--- src/uisfc_regs.svh ---
/*
 Register map, field positions, reset values and codes of the
 interrupt status and FIFO control block.
 Assumes inclusion by bare name from the core.
*/
`ifndef UISFC_REGS_SVH
`define UISFC_REGS_SVH

// Byte offsets on the AHB-Lite bus
`define UISFC_OFS_ISR 8'h00
`define UISFC_OFS_FCR 8'h04
`define UISFC_OFS_IER 8'h08
`define UISFC_OFS_CTL 8'h0C
`define UISFC_OFS_LVL 8'h10

// fifo_setup fields
`define UISFC_FCR_EN 0
`define UISFC_FCR_TX_LO 4
`define UISFC_FCR_RX_LO 6
`define UISFC_FCR_RST 8'h00

// Interrupt enable fields
`define UISFC_IER_RDA 0
`define UISFC_IER_THR 1
`define UISFC_IER_LS 2
`define UISFC_IER_MS 3
`define UISFC_IER_XOFF 5
`define UISFC_IER_RTS 6
`define UISFC_IER_CTS 7
`define UISFC_IER_RST 8'h00

// Control fields: 256-byte mode, enhanced feature enable, auto flow
`define UISFC_CTL_M256 0
`define UISFC_CTL_EFE 1
`define UISFC_CTL_AUTO 2
`define UISFC_CTL_RST 3'h0

// Identification codes, low six bits of the status byte
`define UISFC_ID_NONE 6'h01
`define UISFC_ID_LS 6'h06
`define UISFC_ID_RDA 6'h04
`define UISFC_ID_TO 6'h0C
`define UISFC_ID_THR 6'h02
`define UISFC_ID_MS 6'h00
`define UISFC_ID_XOFF 6'h10
`define UISFC_ID_RC 6'h20

// Trigger levels in characters
`define UISFC_RX_L0 8'h08
`define UISFC_RX_L1 8'h10
`define UISFC_RX_L2 8'h38
`define UISFC_RX_L3 8'h3C
`define UISFC_TX_L0 8'h08
`define UISFC_TX_L1 8'h10
`define UISFC_TX_L2 8'h20
`define UISFC_TX_L3 8'h38

`endif

--- src/uisfc_pkg.sv ---
/*
 Types shared by the block: event inputs and level outputs.
 Assumes the register header sits in the same folder.
*/
package uisfc_pkg;
	// Pulses and levels from the neighbouring FIFO, shifter and register logic
	typedef struct packed {
		logic lineErr;
		logic rxTimeout;
		logic thrEmpty;
		logic modemChg;
		logic xoffDet;
		logic rtsRise;
		logic ctsRise;
		logic lsrRead;
		logic msrRead;
		logic rbrRead;
		logic thrWrite;
		logic txFull;
		logic rxFull;
		logic [7:0] rxLevel;
		logic [7:0] txLevel;
	} uisfc_evt_t;

	// Decoded setup handed to the FIFO and flow-control logic
	typedef struct packed {
		logic fifoEn;
		logic [7:0] rxTrig;
		logic [7:0] txTrig;
		logic [7:0] flowUpper;
	} uisfc_lvl_t;
endpackage

--- src/uisfc_core.sv ---
/*
 Interrupt identification and FIFO setup decode for one UART
 channel, with an AHB-Lite register slave.
 Assumes event inputs come from logic on mclk, pulses one cycle wide.
*/
// Functional notes
// - Status low bits give only top pending code; 01 none, 06 line status.
// - With 256 mode off, status bits 7 and 6 mirror FIFO enable.
// - With 256 mode on, bit 7 is 0 when transmit FIFO full.
// - With 256 mode on, bit 6 is 1 when receive FIFO full.
// - Transmit count 00h: bit 7 high means empty, low means full.
// - Receive count 00h: bit 6 high means full, low means empty.
// - Code 04 at priority 2 when receive fill reaches trigger.
// - Receive-data interrupt follows the fill; it clears once the receive fill drops below trigger.
// - Code 0C at priority 2 on character timeout; buffer read clears.
// - Code 02 at priority 3 on transmit empty; status read or write clears.
// - Code 00 at priority 4 on modem input change; modem read clears.
// - Code 10 at priority 5 on Xoff or special character; status read clears.
// - Code 20 at priority 6 on RTS/CTS rise in auto flow; read clears.
// - Receive trigger from bits 7:6: 8, 16, 56, 60.
// - Flow upper threshold uses same encoding: 8, 16, 56, 60.
// - Transmit trigger from bits 5:4; 00 selects 8.
// - Transmit trigger field changes only with enhanced features enabled.
// - FIFO enable bit enables both FIFOs; cleared by default.
// - A source becomes pending only when its enable bit is set.
`timescale 1ns/1ns
`include "uisfc_regs.svh"

module uisfc_core (
	input wire logic mclk,
	input wire logic rst_n,
	input wire logic hsel,
	input wire logic [7:0] haddr,
	input wire logic [1:0] htrans,
	input wire logic hwrite,
	input wire logic [2:0] hsize,
	input wire logic [31:0] hwdata,
	input wire logic hready,
	output logic [31:0] hrdata,
	output logic hreadyout,
	output logic hresp,
	input wire uisfc_pkg::uisfc_evt_t evt,
	output uisfc_pkg::uisfc_lvl_t lvl,
	output logic irq
);
	import uisfc_pkg::*;

	logic [7:0] fcr_r;
	logic [7:0] ier_r;
	logic [2:0] ctl_r;
	logic [31:0] rdata_r;
	logic wrPend_r;
	logic [7:0] wrAddr_r;
	logic lsP_r, rdaP_r, toP_r, thrP_r, msP_r, xoffP_r, rcP_r;
	logic txAbove_r;
	logic irq_r;
	uisfc_lvl_t lvl_r;

	// Address phase decode
	wire accept = hsel & hready & htrans[1];
	wire rdAcc = accept & ~hwrite;
	wire wrAcc = accept & hwrite;
	wire isrRd = rdAcc & (haddr == `UISFC_OFS_ISR);
	wire wrFcr = wrPend_r & (wrAddr_r == `UISFC_OFS_FCR);
	wire wrIer = wrPend_r & (wrAddr_r == `UISFC_OFS_IER);
	wire wrCtl = wrPend_r & (wrAddr_r == `UISFC_OFS_CTL);

	wire fifoEn = fcr_r[`UISFC_FCR_EN];
	wire m256 = ctl_r[`UISFC_CTL_M256];
	wire efe = ctl_r[`UISFC_CTL_EFE];
	wire autoFl = ctl_r[`UISFC_CTL_AUTO];

	// Trigger decode from the stored setup fields
	wire [1:0] rxSel = fcr_r[`UISFC_FCR_RX_LO +: 2];
	wire [1:0] txSel = fcr_r[`UISFC_FCR_TX_LO +: 2];
	wire [7:0] rxTrig = (rxSel == 2'h0) ? `UISFC_RX_L0 :
		(rxSel == 2'h1) ? `UISFC_RX_L1 :
		(rxSel == 2'h2) ? `UISFC_RX_L2 : `UISFC_RX_L3;
	wire [7:0] txTrig = (txSel == 2'h0) ? `UISFC_TX_L0 :
		(txSel == 2'h1) ? `UISFC_TX_L1 :
		(txSel == 2'h2) ? `UISFC_TX_L2 : `UISFC_TX_L3;

	// A full receive FIFO wraps its count to zero, so the full flag counts too
	wire rxAny = evt.rxFull | (evt.rxLevel != 8'h00);
	wire rxAtTrig = evt.rxFull | (evt.rxLevel >= rxTrig);
	wire txAbove = fifoEn & (evt.txLevel > txTrig);
	wire txCross = txAbove & ~txAbove_r;

	// Status bits 7 and 6
	wire bit7 = m256 ? ~evt.txFull : fifoEn;
	wire bit6 = m256 ? evt.rxFull : fifoEn;

	// Priority encoder: only the top pending source is shown
	wire [5:0] idCode = lsP_r ? `UISFC_ID_LS :
		rdaP_r ? `UISFC_ID_RDA :
		toP_r ? `UISFC_ID_TO :
		thrP_r ? `UISFC_ID_THR :
		msP_r ? `UISFC_ID_MS :
		xoffP_r ? `UISFC_ID_XOFF :
		rcP_r ? `UISFC_ID_RC : `UISFC_ID_NONE;
	wire [7:0] isrByte = {bit7, bit6, idCode};

	// A status read clears the source that it reports, and only for the transmit empty, Xoff and flow-pin codes
	wire isrClrThr = isrRd & (idCode == `UISFC_ID_THR);
	wire isrClrXoff = isrRd & (idCode == `UISFC_ID_XOFF);
	wire isrClrRc = isrRd & (idCode == `UISFC_ID_RC);

	// Set terms are gated by the enables so a masked source never latches
	wire lsSet = evt.lineErr & ier_r[`UISFC_IER_LS];
	wire rdaSet = rxAny & rxAtTrig & ier_r[`UISFC_IER_RDA];
	wire toSet = evt.rxTimeout & rxAny & ier_r[`UISFC_IER_RDA];
	wire thrSet = (evt.thrEmpty | txCross) & ier_r[`UISFC_IER_THR];
	wire msSet = evt.modemChg & ier_r[`UISFC_IER_MS];
	wire xoffSet = evt.xoffDet & efe & ier_r[`UISFC_IER_XOFF];
	wire rcSet = autoFl & efe & ((evt.rtsRise & ier_r[`UISFC_IER_RTS]) |
		(evt.ctsRise & ier_r[`UISFC_IER_CTS]));

	// Read data mux; unmapped and write-only locations read as zero
	wire [31:0] rdMux = (haddr == `UISFC_OFS_ISR) ? {24'h000000, isrByte} :
		(haddr == `UISFC_OFS_IER) ? {24'h000000, ier_r} :
		(haddr == `UISFC_OFS_CTL) ? {29'h0, ctl_r} :
		(haddr == `UISFC_OFS_LVL) ? {14'h0, evt.rxFull, evt.txFull, evt.txLevel, evt.rxLevel} :
		32'h00000000;

	// Transmit field keeps its value unless enhanced features are on
	wire [1:0] txSelNxt = efe ? hwdata[`UISFC_FCR_TX_LO +: 2] : txSel;
	wire [7:0] fcr_nxt = {hwdata[7:6], txSelNxt, 3'h0, hwdata[`UISFC_FCR_EN]};

	// Bus slave: zero wait states, so the address is latched for the data phase
	always_ff @(posedge mclk or negedge rst_n) begin
		if (!rst_n) begin
			wrPend_r <= 1'b0;
			wrAddr_r <= 8'h00;
			rdata_r <= 32'h00000000;
		end else begin
			wrPend_r <= wrAcc;
			wrAddr_r <= haddr;
			rdata_r <= rdAcc ? rdMux : 32'h00000000;
		end
	end

	// Software-written setup
	always_ff @(posedge mclk or negedge rst_n) begin
		if (!rst_n) begin
			fcr_r <= `UISFC_FCR_RST;
			ier_r <= `UISFC_IER_RST;
			ctl_r <= `UISFC_CTL_RST;
		end else begin
			if (wrFcr) fcr_r <= fcr_nxt;
			if (wrIer) ier_r <= hwdata[7:0];
			if (wrCtl) ctl_r <= hwdata[2:0];
		end
	end

	// Pending flags: a set in the clearing cycle wins
	always_ff @(posedge mclk or negedge rst_n) begin
		if (!rst_n) begin
			lsP_r <= 1'b0;
			rdaP_r <= 1'b0;
			toP_r <= 1'b0;
			thrP_r <= 1'b0;
			msP_r <= 1'b0;
			xoffP_r <= 1'b0;
			rcP_r <= 1'b0;
			txAbove_r <= 1'b0;
		end else begin
			lsP_r <= lsSet | (lsP_r & ~evt.lsrRead);
			rdaP_r <= rdaSet;
			toP_r <= toSet | (toP_r & ~evt.rbrRead);
			thrP_r <= thrSet | (thrP_r & ~isrClrThr & ~evt.thrWrite);
			msP_r <= msSet | (msP_r & ~evt.msrRead);
			xoffP_r <= xoffSet | (xoffP_r & ~isrClrXoff);
			rcP_r <= rcSet | (rcP_r & ~isrClrRc);
			txAbove_r <= txAbove;
		end
	end

	// Registered outputs: interrupt line and decoded levels
	always_ff @(posedge mclk or negedge rst_n) begin
		if (!rst_n) begin
			irq_r <= 1'b0;
			lvl_r <= '0;
		end else begin
			irq_r <= (idCode != `UISFC_ID_NONE);
			lvl_r <= '{fifoEn: fifoEn, rxTrig: rxTrig, txTrig: txTrig, flowUpper: rxTrig};
		end
	end

	assign hrdata = rdata_r;
	assign hreadyout = 1'b1;
	assign hresp = 1'b0;
	assign irq = irq_r;
	assign lvl = lvl_r;
endmodule

--- config.mk ---
export PLATFORM = sky130hd
export DESIGN_NAME = uisfc_core
export DESIGN_NICKNAME = d
export VERILOG_FILES = /design/src/uisfc_pkg.sv /design/src/uisfc_core.sv
export VERILOG_INCLUDE_DIRS = /design/src
export SDC_FILE = /design/constraint.sdc
export NUM_CORES = 1
export LEC_CHECK = 0
export BUFFER_PORTS_ARGS = -buffer_cell sky130_fd_sc_hd__buf_2
export CAP_MARGIN = 10
export CORE_ASPECT_RATIO = 1.75
export CORE_MARGIN = 2
export CORE_UTILIZATION = 39
export CTS_CLUSTER_DIAMETER = 120
export DETAILED_ROUTE_END_ITERATION = 10
export GPL_ROUTABILITY_DRIVEN = 0
export PLACE_DENSITY = 0.7
export SLEW_MARGIN = 10
export SYNTH_ARGS = -nofsm -noshare
export SYNTH_HDL_FRONTEND = slang
export SYNTH_SLANG_ARGS = --single-unit
--- constraint.sdc ---
create_clock -name mclk -period 3.3 [get_ports mclk]
set_input_delay 0.66 -clock mclk [delete_from_list [all_inputs] [get_ports mclk]]
set_output_delay 0.66 -clock mclk [all_outputs]
set_load 0.02 [all_outputs]
==> metrics.md, run 1 <==
| Metric | Value |
|---|---|
| VDD IR max | 0.000259 V |
| Clock share of power | 0.463 |
| Num CTS Buffers | 9 |
| Register area share after synthesis | 0.533 |
| Yosys warns | 0 |
| Clock transition at the registers of the reported paths | 0.05 ns |
| Residual DRC | 0 |
| Residual overflow from global routing | 0 |
| Status | complete, no violations |
| I/O Pins | 139 |
| Final min period | 2.33 ns |
| Setup bufs post-CTS | 0 |
| Die height | 116 um |
| Setup Skew | 0.00336 ns |
| Highest Clock Rate | 429 MHz |
| Hold Violations, Final | 0 |
| First-pass GRT wire length | 9.63 mm |
| # rows | 41 |
| Crit end category | register |
| Main area contributors after synthesis | dfrtp_1 53%, buf_4 9.1%, mux2_2 6.4%, ha_1 4.4%, and2_1 2.7% |
| Gate Count Post-Synth | 245 |
| CP arrival | 2.50 ns |
| Worst Path Required | 3.47 ns |
| Clk buf depth | 2 |
| Die X | 68.2 um |
| H-tree depth | 3 |
| Initial antenna violation count | 0 |
| Resized Gates After CTS | 0 |
| #FFs+latches synth | 60 |
| Fin util | 0.484 |
| CP Class | register to register |
| PortBufs | 81 |
| Worst skew pair latency | 0.32 ns |
| Inserted Diodes | 0 |
| Die area | 7940 um2 |
| Fraction of the cycle the final worst path needs | 0.706 |
| Area grow syn2layout | 22.6% |
| Synth top area share | 0.533 |
| # setup viols final | 0 |
| RSZ-0062 raised after global routing | false |
| Initial DRC count | 114 |
| CTS hold repair buffers | 0 |
| Maximum number of pins on one net before global-route repair | 47 |
| Final setup TNS | 0 ns |
| Startpoint Class | register |
| Layout cells sized above 1 | 0.353 |
| Most frequent cells after synthesis | 60 x dfrtp_1, 34 x buf_4, 16 x mux2_2 |
| Clk sink count | 60 |
| Mapped cell area | 2820 um2 |
| Slew of the pin with the lowest slew margin | 1.00 ns |
| Yosys top cell by area | dfrtp_1 |
| Routed wire per std cell | 14.7 um |
| Pre-antenna DRT Iters | 4 |
| Starting Density | 0.395 |
| Core Region | 7130 um2 |
| MaxCap Viol Count | 0 |
| Reg area | 1500 um2 |
| Synthesized area per cell | 11.5 um2 |
| Main flop type after synthesis | dfrtp_1 |
| Drt total wl | 6.19 mm |
| Cell with the most instances after synthesis | dfrtp_1 |
| Seq pwr share | 0.441 |
| Net Sw Frac | 0.235 |
| CTS tree | built |
| Detailed Place HPWL | 4.94 mm |
| Max-slew headroom | 0.330 |
| Final #Nets | 419 |
| Root Buffer | clkbuf_16 |
| Post-synth EDFFs | 0 |
| Crit path max fanout | 3 |
| Comb pwr share | 0.097 |
| Via count | 2052 |
| Async set or reset register ratio after synthesis | 1.00 |
| Pwr dens | 518 nW/um2 |
| Vias per inst | 4.89 |
| Sw power | 0.000421 W |
| Int Power | 0.00137 W |
| Fillers | 690 |
| Vias in the first global route | 2085 |
| Post-synthesis cell type count | 42 |
| Hold Crit Class | register to register |
| GRT Resource Usage Total | 0.172 |
| Multi-input gate area | 1100 um2 |
| Leakage power | 1.73 nW |
| Post-route ant nets | 0 |
| Max Slew Vio Count | 0 |
-- placed cells by master (no fill, tap or decap), types with 8 or more instances in the layout --
master      n
and2_1     12
buf_2      81
nor2_1      9
mux2_2     16
ha_1       10
o21ai_0     8
conb_1     29
inv_1      15
clkbuf_16   9
nand2_1    13
dfrtp_1    60
-- cell type report --
type | count | share of cell area
inverter | 15 | 0.0163
clock buffer | 13 | 0.0754
sequential | 60 | 0.435
tap | 86 | 0.0312
timing repair buffer | 83 | 0.122
clock inverter | 2 | 0.00290
multi-input combinational | 161 | 0.318
-- per-layer routing --
metal | GRT usage | wire, um | up-vias | part of all wire
li1 | - | - | 966 | -
met1 | 0.172 | 2130 | 986 | 0.34
met2 | 0.298 | 3460 | 89 | 0.56
met3 | 0.0511 | 401 | 11 | 0.065
met4 | 0.109 | 205 | 0 | 0.033
met5 | 0 | 0 | - | 0
-- per-stage QoR --
step	instances	total power, W	instance area [um2]	setup WS, ns	hold WS, ns
finish	420	0.00179	3450	0.971	0.435
global route	420	0.00187	3450	0.825	0.444
CTS	420	0.00182	3450	0.949	0.439
detailed placement	405	0.000973	3180	0.777	0.428
floorplan	272	0.000918	2920	1.20	0.364
global placement	405	0.000966	3180	0.821	0.422
-- cell families (layout without fill, tap and decap cells) --
kind of cell | after synthesis | count (layout) | synth area share
simple gates | 70 | 70 | 0.150
flops | 60 | 60 | 0.533
buf+inv | 51 | 113 | 0.113
compound gates | 35 | 35 | 0.0889
mux | 17 | 17 | 0.0675
fa+ha+maj | 10 | 10 | 0.0444
other cells | 2 | 29 | 0.00267
-- worst paths after layout --
kind                            startpoint          end  slack, ns  depth (start not counted)
worst min-delay path              fcr_r[7]       lvl[5]       0.43                          0
max in group asynchronous            rst_n  wrAddr_r[7]       2.00                          2
worst max-delay path              fcr_r[4]       thrP_r       0.97                          8
min in group asynchronous            rst_n        msP_r       0.51                          1
worst max register to register    fcr_r[4]       thrP_r       0.97                          8
worst min register to register    fcr_r[7]       lvl[5]       0.43                          0
-- registers in the layout, indices dropped and copies added, names as in the netlist --
name       count
hrdata        18
ier_r          8
lvl            8
wrAddr_r       8
fcr_r          5
ctl_r          3
irq            1
lsP_r          1
msP_r          1
rcP_r          1
rdaP_r         1
thrP_r         1
toP_r          1
txAbove_r      1
wrPend_r       1
xoffP_r        1
-- power groups by stage --
stage | Sequential (W) | Clock [W] | Combinational, W
3_5_place_dp | 0.000800 | 0 | 0.000174
3_3_place_gp | 0.000798 | 0 | 0.000168
5_1_grt | 0.000791 | 0.000887 | 0.000194
4_1_cts | 0.000788 | 0.000852 | 0.000174
6_report | 0.000788 | 0.000828 | 0.000173
2_1_floorplan | 0.000801 | 0 | 0.000116
-- critical path, cell delays in order (launching register included) --
cell	delay [ns]
dfrtp_1	0.38
inv_1	0.10
ha_1	0.28
inv_1	0.06
ha_1	0.27
or4b_1	0.43
or4_1	0.41
nand3_1	0.12
o311ai_0	0.13
Note: power is estimated with default switching activity, not from simulation.
==> run 2: changes to the inputs <==
==> constraint.sdc (replaced) <==
create_clock -name mclk -period 2.15 [get_ports mclk]
set_input_delay 0.43 -clock mclk [delete_from_list [all_inputs] [get_ports mclk]]
set_output_delay 0.43 -clock mclk [all_outputs]
set_load 0.02 [all_outputs]
==> metrics.md, run 2 (synthesized netlist as in run 1, its figures left out) <==
| Metric | Value |
|---|---|
| Max incr delay on CP | 0.42 ns (about the same) |
| Drt total wl | 6.49 mm (+4.8%) |
| Leakage power | 1.81 nW (+4.4%) |
| Final cell count without fillers | 431 (+2.6%) |
| CTS hold repair buffers | 0 (unchanged) |
| Fin util | 0.511 (+0.0267) |
| Reg area | 1500 um2 (unchanged) |
| Starting Density | 0.395 (unchanged) |
| Die height | 116 um (unchanged) |
| DP Cell Count | 415 (+2.5%) |
| Delay-heaviest family, CP | simple AND/OR/NAND/NOR gates |
| RSZ-0062 raised after global routing | true |
| Die area | 7940 um2 (unchanged) |
| Detailed Place HPWL | 5.05 mm (+2.3%) |
| Startpoint Class | register |
| CP Class | register to register |
| # rows | 41 (unchanged) |
| Power, Total | 0.00295 W (+65%) |
| Core Region | 7130 um2 (unchanged) |
| Most frequent cells in the layout | 81 x buf_2, 60 x dfrtp_1, 29 x conb_1 |
| Slew of the pin with the lowest slew margin | 0.635 ns (-0.369 ns) |
| Worst Path Required | 2.33 ns (-1.14 ns) |
| First-pass GRT wire length | 9.62 mm (about the same) |
| Setup Skew | 0.00591 ns (+0.00255 ns) |
| Max reg flops | 18 (unchanged) |
| Residual overflow from global routing | 0 (unchanged) |
| MaxCap Viol Count | 0 (unchanged) |
| Clock share of power | 0.488 (+0.025) |
| Commonest non-fill, non-tap cell in the layout | buf_2 |
| Maximum number of pins on one net before global-route repair | 36 (-23%) |
| Max stage delay cell, worst path | or4b_1 |
| Reg-to-reg setup timing slack | -0.05 ns (-1.02 ns) |
| Routed wire per std cell | 15.1 um (+2.2%) |
| CP Buf/Inv Count | 2 (unchanged) |
| Inserted Diodes | 0 (unchanged) |
| Pre-antenna DRT Iters | 4 (unchanged) |
| Max Slew Vio Count | 0 (unchanged) |
| Final Worst Setup Slack | -0.0465 ns (-1.02 ns) |
| Post-route ant nets | 0 (unchanged) |
| Comb pwr share | 0.102 (+0.005) |
| Residual DRC | 0 (unchanged) |
| Crit end category | register |
| Die X | 68.2 um (unchanged) |
| Initial DRC count | 81 (-29%) |
| Failing checks | setup timing |
| Clk buf depth | 2 (unchanged) |
| Sw power | 0.000676 W (+61%) |
| Highest Clock Rate | 455 MHz (+6.0%) |
| Root Buffer | clkbuf_16 |
| Status | finished with violations |
| CTS tree | built |
| Crit path max fanout | 2 (-1) |
| H-tree depth | 3 (unchanged) |
| Clk sink count | 60 (unchanged) |
| Vias per inst | 4.88 (-0.18%) |
| Final #Nets | 430 (+2.6%) |
| Max-slew headroom | 0.576 (+0.246) |
| Layout cells sized above 1 | 0.397 (+0.0438) |
| Clock transition at the registers of the reported paths | 0.05 ns (about the same) |
| CP Cell Sequence | inv_1 -> ha_4 -> inv_4 -> ha_4 -> or4b_1 -> or4_1 -> nand3_2 -> o311ai_2 |
| Multi-input gate area | 1160 um2 (+5.4%) |
| VDD IR max | 0.000439 V (+70%) |
| Int Power | 0.00228 W (+67%) |
| Seq pwr share | 0.409 (-0.032) |
| Net Sw Frac | 0.229 (-0.00663) |
| Vias in the first global route | 2116 (+1.5%) |
| Initial antenna violation count | 0 (unchanged) |
| Hold Violations, Final | 0 (unchanged) |
| GRT Resource Usage Total | 0.172 (about the same) |
| Num CTS Buffers | 9 (unchanged) |
| CP arrival | 2.38 ns (-0.12 ns) |
| Area grow syn2layout | 29.4% |
| I/O Pins | 139 (unchanged) |
| Fillers | 672 (-2.6%) |
| PortBufs | 81 (unchanged) |
| Via count | 2102 (+2.4%) |
| # setup viols final | 1 (+1) |
| Fraction of the cycle the final worst path needs | 1.02 (+0.316) |
| Final min period | 2.20 ns (-0.133 ns) |
| Most used cell, CP | ha_4 |
| Worst skew pair latency | 0.33 ns (about the same) |
| Hold Crit Class | input pin to async pin |
| Pwr dens | 811 nW/um2 (+57%) |
-- run 2: changes by cell type in the layout (fill, tap and decap cells not counted), moves of 2 or more --
cell	before	now
buf_4	2	12
clkinv_2	2	0
ha_1	10	7
ha_4	0	3
inv_1	15	13
-- run 2: worst paths after layout --
| kind | start | end | cells after the start |
|---|---|---|---|
| setup / recovery | fcr_r[5] | thrP_r | 8 |
| hold / removal | rst_n | msP_r | 1 |
| setup reg to reg | fcr_r[5] | thrP_r | 8 |
| hold reg to reg | fcr_r[7] | lvl[5] | 0 |
| max in group asynchronous | rst_n | hrdata[8] | 2 |
| min in group mclk | haddr[5] | wrAddr_r[5] | 1 |
-- run 2: area by class of cell --
class	count	share of cell area
Clock buffer	14	0.0752
Multi-Input combinational cell	161	0.317
Tap cell	86	0.0295
Inverter	15	0.0161
Clock inverter	1	0.00824
Sequential cell	60	0.412
Timing Repair Buffer	94	0.141
-- run 2: through the flow --
stage	hold WS (ns)	setup slack (ns)	setup TNS (ns)	instance area [um2]
floorplan	0.134	0.0550	0	2920
global placement	0.432	-0.0465	-0.0465	3270
detailed placement	0.426	-0.119	-0.119	3270
CTS	0.133	-0.0787	-0.0787	3590
global route	0.167	-0.114	-0.129	3640
finish	0.124	-0.0465	-0.0465	3640
-- run 2: power by group through the flow --
stage | clock network, W | logic [W] | registers (W)
4_1_cts | 0.00147 | 0.000287 | 0.00121
3_5_place_dp | 0 | 0.000280 | 0.00123
6_report | 0.00144 | 0.000302 | 0.00121
2_1_floorplan | 0 | 0.000179 | 0.00123
3_3_place_gp | 0 | 0.000273 | 0.00122
5_1_grt | 0.00151 | 0.000336 | 0.00121
-- run 2: what timing repair did --
item,in CTS,in global routing
endpoints found under the setup margin,1,2
setup buffers,0,1
resized for setup,4,9
-- run 2: routing by layer --
layer / vias up / track usage / share of wire
met5: - / 0 / 0
met4: 0 / 0.105 / 0.026
met3: 10 / 0.0376 / 0.060
met2: 86 / 0.318 / 0.57
met1: 1013 / 0.164 / 0.34
li1: 993 / - / -
